===== src/inc/scad_defs.svh =====
// Constants for the stream channel adapter: offsets, fields, resets, defaults
`ifndef SCAD_DEFS_SVH
`define SCAD_DEFS_SVH

`define SCAD_ADDR_W 8
`define SCAD_DATA_W 32

`define SCAD_OFF_STATUS 8'h00
`define SCAD_OFF_CLEAR 8'h04
`define SCAD_OFF_ENABLE 8'h08
`define SCAD_OFF_SINK_MAX 8'h0C
`define SCAD_OFF_DROPS 8'h10
`define SCAD_OFF_INFO 8'h14

`define SCAD_EVT_W 2
`define SCAD_BIT_NONZERO 0
`define SCAD_BIT_RANGE 1

`define SCAD_RST_ENABLE 2'h0
`define SCAD_RST_DROPS 16'h0000

`define SCAD_CHAN_W_MAX 8
`define SCAD_CHAN_MAX_LIMIT 255
`define SCAD_ERR_W_MAX 31

`define SCAD_DEF_IN_CHAN_W 4
`define SCAD_DEF_OUT_CHAN_W 2
`define SCAD_DEF_IN_MAX_CHAN 15
`define SCAD_DEF_OUT_MAX_CHAN 2
`define SCAD_DEF_BITS_PER_SYM 8
`define SCAD_DEF_SYM_PER_BEAT 4
`define SCAD_DEF_ERR_W 1
`define SCAD_DEF_READY_LAT 0

`endif


===== src/inc/scad_pkg.sv =====
// Types shared by the stream channel adapter
package scad_pkg;

    typedef logic [7:0] scad_chan_t;
    typedef logic [15:0] scad_count_t;
    typedef logic [1:0] scad_evt_t;

    typedef enum logic [2:0]
    {
        SCAD_REG_STATUS = 3'b000,
        SCAD_REG_CLEAR = 3'b001,
        SCAD_REG_ENABLE = 3'b010,
        SCAD_REG_SINK_MAX = 3'b011,
        SCAD_REG_DROPS = 3'b100,
        SCAD_REG_INFO = 3'b101,
        SCAD_REG_NONE = 3'b111
    } scad_reg_e;

endpackage


===== src/scad_adapter.sv =====
// Stream channel adapter between a source and a sink with differing channel support
//
// Overview of operation
// - Channel field on each side is at most eight bits, n bits reach 2^n channels.
// - A channel width of zero means that side carries no channel number.
// - Each side's maximum channel number lies between 0 and 255; max_chan_a does not check the sink's lower bound.
// - With backpressure the sink's ready stalls the source; without it nothing stalls.
// - Source drives valid only ready-latency cycles after the sink asserts ready.
// - Start, end of packet and empty count are forwarded unchanged.
// - On the end-of-packet beat, empty counts symbol positions holding no data.
// - Empty is omitted when a beat carries exactly one symbol.
// - Error field is 0 to 31 bits; zero carries no error values.
// - Error bits join directly only when source and sink meanings match.
// - Channelled source into channelless sink flags any nonzero channel beat.
// - Channelless source drives every sink channel bit to zero.
// - Channel passes unchanged; extra sink bits zero, extra source bits dropped.
// - Channel above sink maximum flags an error and suppresses valid to the sink.
//
// The plain strobed port and the address map were left to the implementer.
`timescale 1ns/1ps
`include "scad_defs.svh"

module scad_adapter
    import scad_pkg::*;
#(
    parameter int IN_CHAN_W = `SCAD_DEF_IN_CHAN_W,
    parameter int OUT_CHAN_W = `SCAD_DEF_OUT_CHAN_W,
    parameter int IN_MAX_CHAN = `SCAD_DEF_IN_MAX_CHAN,
    parameter int OUT_MAX_CHAN = `SCAD_DEF_OUT_MAX_CHAN,
    parameter int BITS_PER_SYM = `SCAD_DEF_BITS_PER_SYM,
    parameter int SYM_PER_BEAT = `SCAD_DEF_SYM_PER_BEAT,
    parameter int ERR_W = `SCAD_DEF_ERR_W,
    parameter int READY_LAT = `SCAD_DEF_READY_LAT,
    parameter bit USE_READY = 1'b1,
    parameter bit USE_PACKETS = 1'b1,
    parameter bit USE_EMPTY = 1'b1,
    localparam int DATA_W = BITS_PER_SYM * SYM_PER_BEAT,
    localparam int EMPTY_W = (SYM_PER_BEAT > 1) ? $clog2(SYM_PER_BEAT) : 1,
    localparam int IN_CW = (IN_CHAN_W > 0) ? IN_CHAN_W : 1,
    localparam int OUT_CW = (OUT_CHAN_W > 0) ? OUT_CHAN_W : 1,
    localparam int ERR_PW = (ERR_W > 0) ? ERR_W : 1
)
(
    input wire logic ref_clk, // System clock, 50 MHz
    input wire logic reset_n, // Synchronous reset, active low
    input wire logic in_valid, // Source beat valid
    output logic in_ready, // Ready back to source
    input wire logic [DATA_W-1:0] in_data, // Source data
    input wire logic [IN_CW-1:0] in_channel, // Source channel
    input wire logic in_sop, // Source start of packet
    input wire logic in_eop, // Source end of packet
    input wire logic [EMPTY_W-1:0] in_empty, // Source empty count
    input wire logic [ERR_PW-1:0] in_error, // Source error bits
    output logic out_valid, // Beat valid to sink
    input wire logic out_ready, // Sink ready
    output logic [DATA_W-1:0] out_data, // Sink data
    output logic [OUT_CW-1:0] out_channel, // Sink channel
    output logic out_sop, // Sink start of packet
    output logic out_eop, // Sink end of packet
    output logic [EMPTY_W-1:0] out_empty, // Sink empty count
    output logic [ERR_PW-1:0] out_error, // Sink error bits
    output logic chan_error, // Channel error on this beat
    input wire logic [`SCAD_ADDR_W-1:0] reg_addr, // Register address
    input wire logic [`SCAD_DATA_W-1:0] reg_wdata, // Register write data
    input wire logic reg_wr, // Register write strobe
    input wire logic reg_rd, // Register read strobe
    output logic [`SCAD_DATA_W-1:0] reg_rdata, // Read data, cycle after strobe
    output logic irq // Interrupt, level
);

    localparam bit SRC_CH = (IN_CHAN_W > 0);
    localparam bit SNK_CH = (OUT_CHAN_W > 0);
    localparam bit HAS_EMPTY = USE_PACKETS && USE_EMPTY && (SYM_PER_BEAT > 1);

    scad_evt_t status;
    scad_evt_t enable;
    scad_evt_t next_status;
    scad_evt_t event_now;
    scad_chan_t sink_max;
    scad_chan_t src_chan;
    scad_count_t drops;
    scad_reg_e sel;
    logic nonzero_hit;
    logic range_hit;
    logic [READY_LAT:0] ready_hist;

    // Source channel widened to eight bits for compare
    always_comb
    begin
        src_chan = '0;
        if (SRC_CH)
        begin
            src_chan[IN_CW-1:0] = in_channel;
        end
    end

    assign nonzero_hit = in_valid && SRC_CH && !SNK_CH && (src_chan != 8'h00);

    assign range_hit = in_valid && SRC_CH && SNK_CH && (src_chan > sink_max);

    assign event_now[`SCAD_BIT_NONZERO] = nonzero_hit;
    assign event_now[`SCAD_BIT_RANGE] = range_hit;
    assign chan_error = nonzero_hit || range_hit;

    assign in_ready = USE_READY ? out_ready : 1'b1;

    assign out_valid = in_valid && !range_hit;

    // combinational data path
    // Data left unregistered so ready latency is not disturbed
    assign out_data = in_data;

    assign out_sop = USE_PACKETS ? in_sop : 1'b0;
    assign out_eop = USE_PACKETS ? in_eop : 1'b0;

    // empty tied off for one-symbol beats
    assign out_empty = HAS_EMPTY ? in_empty : '0;

    assign out_error = (ERR_W > 0) ? in_error : '0;

    // zero when source has no channel
    // absent side leaves a tied-off bit
    generate
        for (genvar i = 0; i < OUT_CW; i++)
        begin : g_chan
            if (SNK_CH && SRC_CH && (i < IN_CHAN_W))
            begin : g_pass
                assign out_channel[i] = in_channel[i];
            end
            else
            begin : g_zero
                assign out_channel[i] = 1'b0;
            end
        end
    endgenerate

    // Address decode
    always_comb
    begin
        case (reg_addr)
            `SCAD_OFF_STATUS: sel = SCAD_REG_STATUS;
            `SCAD_OFF_CLEAR: sel = SCAD_REG_CLEAR;
            `SCAD_OFF_ENABLE: sel = SCAD_REG_ENABLE;
            `SCAD_OFF_SINK_MAX: sel = SCAD_REG_SINK_MAX;
            `SCAD_OFF_DROPS: sel = SCAD_REG_DROPS;
            `SCAD_OFF_INFO: sel = SCAD_REG_INFO;
            default: sel = SCAD_REG_NONE;
        endcase
    end

    // Sticky status: a set in the clear cycle wins
    always_comb
    begin
        next_status = status;
        if (reg_wr && (sel == SCAD_REG_CLEAR))
        begin
            next_status = status & ~reg_wdata[`SCAD_EVT_W-1:0];
        end
        next_status = next_status | event_now;
    end

    always_ff @(posedge ref_clk)
    begin
        if (!reset_n)
        begin
            status <= '0;
        end
        else
        begin
            status <= next_status;
        end
    end

    always_ff @(posedge ref_clk)
    begin
        if (!reset_n)
        begin
            enable <= `SCAD_RST_ENABLE;
        end
        else if (reg_wr && (sel == SCAD_REG_ENABLE))
        begin
            enable <= reg_wdata[`SCAD_EVT_W-1:0];
        end
    end

    // sink maximum, software may raise or lower it
    always_ff @(posedge ref_clk)
    begin
        if (!reset_n)
        begin
            sink_max <= 8'(OUT_MAX_CHAN);
        end
        else if (reg_wr && (sel == SCAD_REG_SINK_MAX))
        begin
            sink_max <= reg_wdata[7:0];
        end
    end

    // Dropped beat count, saturates instead of wrapping
    always_ff @(posedge ref_clk)
    begin
        if (!reset_n)
        begin
            drops <= `SCAD_RST_DROPS;
        end
        else if (range_hit && (drops != 16'hFFFF))
        begin
            drops <= drops + 16'h0001;
        end
    end

    always_ff @(posedge ref_clk)
    begin
        if (!reset_n)
        begin
            irq <= 1'b0;
        end
        else
        begin
            irq <= |(next_status & enable);
        end
    end

    // Read data valid only in the cycle after the strobe
    always_ff @(posedge ref_clk)
    begin
        if (!reset_n)
        begin
            reg_rdata <= '0;
        end
        else if (reg_rd)
        begin
            case (sel)
                SCAD_REG_STATUS: reg_rdata <= {30'h0, status};
                SCAD_REG_ENABLE: reg_rdata <= {30'h0, enable};
                SCAD_REG_SINK_MAX: reg_rdata <= {24'h0, sink_max};
                SCAD_REG_DROPS: reg_rdata <= {16'h0, drops};
                SCAD_REG_INFO: reg_rdata <= {8'h0, 8'(IN_MAX_CHAN), 4'(IN_CHAN_W), 4'(OUT_CHAN_W), 8'(ERR_W)};
                default: reg_rdata <= '0;
            endcase
        end
        else
        begin
            reg_rdata <= '0;
        end
    end

    // Ready history for the latency check, bit k is ready k+1 cycles back
    always_ff @(posedge ref_clk)
    begin
        if (!reset_n)
        begin
            ready_hist <= '0;
        end
        else
        begin
            ready_hist[0] <= out_ready;
            for (int k = 1; k <= READY_LAT; k++)
            begin
                ready_hist[k] <= ready_hist[k-1];
            end
        end
    end

    chan_width_a: assert property (@(posedge ref_clk)
        (IN_CHAN_W <= 8) && (OUT_CHAN_W <= 8))
        else $error("Channel width above eight bits");

    max_chan_a: assert property (@(posedge ref_clk)
        (IN_MAX_CHAN <= 255) && (OUT_MAX_CHAN <= 255) && (IN_MAX_CHAN >= 0))
        else $error("Max channel outside 0 to 255");

    err_width_a: assert property (@(posedge ref_clk)
        (ERR_W >= 0) && (ERR_W <= 31))
        else $error("Error width outside 0 to 31");

    range_drop_a: assert property (@(posedge ref_clk) disable iff (!reset_n)
        (in_valid && SRC_CH && SNK_CH && (src_chan > sink_max)) |-> (!out_valid && chan_error))
        else $error("Out-of-range beat passed to sink");

    range_pass_a: assert property (@(posedge ref_clk) disable iff (!reset_n)
        (in_valid && !chan_error) |-> out_valid)
        else $error("Valid beat lost");

    nonzero_flag_a: assert property (@(posedge ref_clk) disable iff (!reset_n)
        (in_valid && SRC_CH && !SNK_CH && (in_channel != '0)) |-> chan_error ##1 status[`SCAD_BIT_NONZERO])
        else $error("Nonzero channel not flagged");

    chan_zero_a: assert property (@(posedge ref_clk) disable iff (!reset_n)
        !SRC_CH |-> (out_channel == '0))
        else $error("Sink channel not zero");

    chan_pass_a: assert property (@(posedge ref_clk) disable iff (!reset_n)
        (SRC_CH && SNK_CH) |-> (out_channel == OUT_CW'(src_chan)))
        else $error("Channel not passed unchanged");

    ready_path_a: assert property (@(posedge ref_clk) disable iff (!reset_n)
        USE_READY |-> (in_ready == out_ready))
        else $error("Ready not routed back");

    // valid follows ready by the latency
    ready_lat_a: assert property (@(posedge ref_clk) disable iff (!reset_n)
        (USE_READY && out_valid && $past(reset_n)) |-> ready_hist[(READY_LAT > 0) ? READY_LAT - 1 : 0] || (READY_LAT == 0))
        else $error("Valid outside ready latency");

    frame_pass_a: assert property (@(posedge ref_clk) disable iff (!reset_n)
        USE_PACKETS |-> (out_sop == in_sop) && (out_eop == in_eop) && (out_data == in_data))
        else $error("Framing or data altered");

    // Range status bit sticks until cleared
    status_hold_a: assert property (@(posedge ref_clk) disable iff (!reset_n)
        (status[`SCAD_BIT_RANGE] && !(reg_wr && (sel == SCAD_REG_CLEAR))) |=> status[`SCAD_BIT_RANGE])
        else $error("Status bit dropped without clear");

    drop_beat_c: cover property (@(posedge ref_clk) disable iff (!reset_n) range_hit);
    pass_beat_c: cover property (@(posedge ref_clk) disable iff (!reset_n) out_valid && out_ready && out_eop);
    irq_rise_c: cover property (@(posedge ref_clk) disable iff (!reset_n) !irq ##1 irq);
    clear_race_c: cover property (@(posedge ref_clk) disable iff (!reset_n)
        range_hit && reg_wr && (sel == SCAD_REG_CLEAR));

endmodule // scad_adapter


===== config.mk =====
export PLATFORM = sky130hd
export DESIGN_NAME = scad_adapter
export DESIGN_NICKNAME = d
export VERILOG_FILES = /design/src/inc/scad_pkg.sv /design/src/scad_adapter.sv
export VERILOG_INCLUDE_DIRS = /design/src /design/src/inc
export SDC_FILE = /design/constraint.sdc
export NUM_CORES = 1
export LEC_CHECK = 0
export ABC_AREA = 1
export BUFFER_PORTS_ARGS = -buffer_cell sky130_fd_sc_hd__buf_4
export CAP_MARGIN = 20
export CORE_MARGIN = 8
export CORE_UTILIZATION = 44
export DETAILED_ROUTE_END_ITERATION = 8
export PLACE_DENSITY = 0.82
export SLEW_MARGIN = 10
export SYNTH_ARGS = -nofsm -noshare
export SYNTH_HDL_FRONTEND = slang
export SYNTH_SLANG_ARGS = --single-unit

===== constraint.sdc =====
create_clock -name ref_clk -period 2.8 [get_ports ref_clk]
set_input_delay 0.56 -clock ref_clk [delete_from_list [all_inputs] [get_ports ref_clk]]
set_output_delay 0.56 -clock ref_clk [all_outputs]
set_load 0.1 [all_outputs]

==> flow_metrics.tcl <==
set metrics [dict create \
    power_density_mw_per_mm2 430.8 \
    switching_share_pct 30.04 \
    diodes 0 \
    htreeDepth 2 \
    setup_tns_ns 0 \
    post-cts-setup-buffers 0 \
    antenna_found_initial 0 \
    dp_cells 460 \
    start_util_pct 44.38 \
    fin_area_sq_mm 0.002904 \
    power.share.sequential_pct 53.1 \
    netlist_instances 383 \
    rsz0062_at_grt "no" \
    final.setup_skew_ns 0.009359 \
    overflow 0 \
    clock_sinks 46 \
    nets 483 \
    die_h_microns 95.11 \
    die_x_microns 95.11 \
    rows 29 \
    critPathTopFamily "buffers and inverters" \
    max-vdd-ir-drop_v 0.0002613 \
    max_freq_mhz 415.4 \
    clk_latency_ns 0.30 \
    drt-total-wl_mm 6.079 \
    fin_cells 468 \
    cts_resized 0 \
    fillers 600 \
    routedWlPerCell_microns 12.99 \
    slew_headroom_pct 50.28 \
    io_buffers 49 \
    cp-start-kind "flip-flop" \
    cts_buffers 5 \
    multi_input_area_sq_mm 0.001292 \
    drtAntennaViolNets 0 \
    intPower_w 0.0008753 \
    leakagePower_nw 1.252 \
    path_clk_slew_ns 0.08 \
    fin_crit_sh_pct 85.98 \
    dpl-instance-area_sq_mm 0.002818 \
    ctsLongestPathBuffers 2 \
    holdWs_ns 0.4846 \
    core_sq_mm 0.006205 \
    drv_slew 0 \
    netlist_area_sq_mm 0.002754 \
    synth_top_flop_cell "dfxtp_1" \
    grt_pass1_vias 2299 \
    max_slew.worst_pin.slew_ns 0.7408 \
    slowest_delay_ns 0.38 \
    p_comb_share_pct 15.5 \
    p_sw_w 0.0003757 \
    viasPerCell 5.009 \
    avgSynthCellArea_sq_um 7.190 \
    async_flop_share_pct 0 \
    cts_tree "built" \
    maxCapViolCount 0 \
    dr.first_iter.drc_count 169 \
    end_kind "output pin" \
    ys_seq_area_share_pct 33.44 \
    synth-edff-count 0 \
    track_usage_pct 13.28 \
    crit_buf_inv 2 \
    drc 0 \
    gp_congestion 0.9247 \
    period_needed_ns 2.407 \
    dp_hpwl_mm 4.834 \
    area_growth_pct 5.452 \
    yosys_warnings 0 \
    crit_slowest_cell "dfxtp_1" \
    hold_violations 0 \
    hold_buffers 0 \
    required_ns 2.24 \
    seq_area_sq_um 920.9 \
    crit_path_max_fanout 4 \
    first_pass_iters 4 \
    drive_gt1_share_pct 21.74 \
    pwr-share-clk_pct 31.4 \
    setup_viol 0 \
    io_pins 162 \
    dieArea_sq_mm 0.009046 \
    status "complete, no violations" \
    hp-class "flip-flop to flip-flop" \
    yosys_register_bits 46 \
    grt_max_degree 17 \
    crit_type "flip-flop to output pin" \
    synthDistinctLibCells 29 \
    grt_pass1_wl_mm 9.867 \
    cts-root-buf "clkbuf_8" \
    num_vias 2344 \
    crit_chain "inv_1 -> ha_1 -> a21oi_1 -> o21ai_1 -> nand2_1 -> nor2_2 -> buf_4" \
    worstPathArrival_ns 1.85 \
]
==> layer usage <==
metal	wire [microns]	vias up	track usage, %	part of all wire (%)
met4	163	0	7.802	2.7
li1	-	1183	-	-
met2	3031	94	23.71	50
met1	2336	1049	13.64	38
met3	548	18	3.622	9.0
met5	0	-	0	0
==> state kept, by name, indices dropped and copies added (netlist names) <==
register   cells
reg_rdata     17
drops         16
sink_max       8
enable         2
status         2
irq            1
==> through the flow <==
step | total power (W) | util, % | worst slack, ns
floorplan | 0.001095 | - | 0.06106
CTS | 0.001257 | 46.80 | 0.3592
detailed placement | 0.0008716 | 45.41 | 0.2269
global route | 0.001303 | 46.80 | 0.2527
finish | 0.001251 | 46.80 | 0.3927
global placement | 0.0008681 | 45.41 | 0.2997
==> logic make-up (layout without fill, tap and decap cells) <==
| family | Yosys count | in the layout | synth area share [%] |
|---|---|---|---|
| flops | 46 | 46 | 33.44 |
| compound gates | 54 | 54 | 10.04 |
| simple gates | 167 | 167 | 28.31 |
| xor+xnor | 13 | 13 | 4.135 |
| buf+inv | 96 | 93 | 21.22 |
| fa+ha+maj | 6 | 6 | 2.726 |
| other cells | 1 | 12 | 0.1362 |
==> worst paths after layout <==
path              slack, ns                    end                      from  depth (start not counted)
setup / recovery       0.39             chan_error  sink_max[1]$_SDFFE_PN1P_                          7
hold / removal         0.48   status[0]$_SDFF_PN0_      status[0]$_SDFF_PN0_                          2
setup reg to reg       0.71  drops[5]$_SDFFE_PN0P_  sink_max[1]$_SDFFE_PN1P_                         10
hold reg to reg        0.48   status[0]$_SDFF_PN0_      status[0]$_SDFF_PN0_                          2
==> synth_stat cells (3+ instances only) <==
master     n  share of area (%)
o21ai_1   25                4.5
xor2_1    11                3.5
nand4_1    5                1.1
nand3_1   19                3.5
nand2_1   71                9.7
nor3_1    10                1.8
nor2_1    44                6.0
nor2_4     3                1.2
dfxtp_1   46                 33
nand3_2    3                1.1
ha_1       6                2.7
buf_4     55                 15
a21oi_1   27                4.9
nor2_2     5                1.1
nand2_2    3               0.68
inv_2      9                1.2
clkbuf_1   3               0.41
inv_1     25                3.4
==> worst reg2reg max path, delay by kind of cell (launching register included) <==
family,cells,cell delay [ns]
AND/OR/NAND/NOR,4,0.75
flip-flops,1,0.38
adder cells (fa/ha/maj),1,0.29
buffers and inverters,2,0.25
AO/OA/AOI/OAI,3,0.35
==> area by class of cell <==
cell class              count  share of cell area, %
clock buffers               6                  2.499
flip-flops and latches     46                  31.71
clock inverters             2                 0.4739
multi-input cells         252                  44.51
well taps                  77                  3.318
repair buffers             50                  12.93
inverters                  35                  4.567
==> cells in the final DEF (no fill, tap or decap), drive strengths merged <==
master   synthesis  routed
buf             58      50
xor2            11      11
a21oi           27      27
inv             34      34
nand3           22      22
o2111ai          1       1
nor2            52      52
nor3b            1       1
nand4            7       7
clkbuf           3       6
nor3            11      11
clkinv           1       3
dfxtp           46      46
nand2           74      74
conb             1      12
ha               6       6
xnor2            2       2
o21ai           25      25
o211ai           1       1
==> power groups by stage <==
stage / clock [W] / sequential (W) / combinational [W]
floorplan: 0 / 0.000677 / 0.000417
global placement: 0 / 0.000679 / 0.000189
detailed placement: 0 / 0.000679 / 0.000193
CTS: 0.000400 / 0.000664 / 0.000193
global route: 0.000433 / 0.000665 / 0.000205
finish: 0.000393 / 0.000664 / 0.000194
Power figures use the tool's default switching activity.
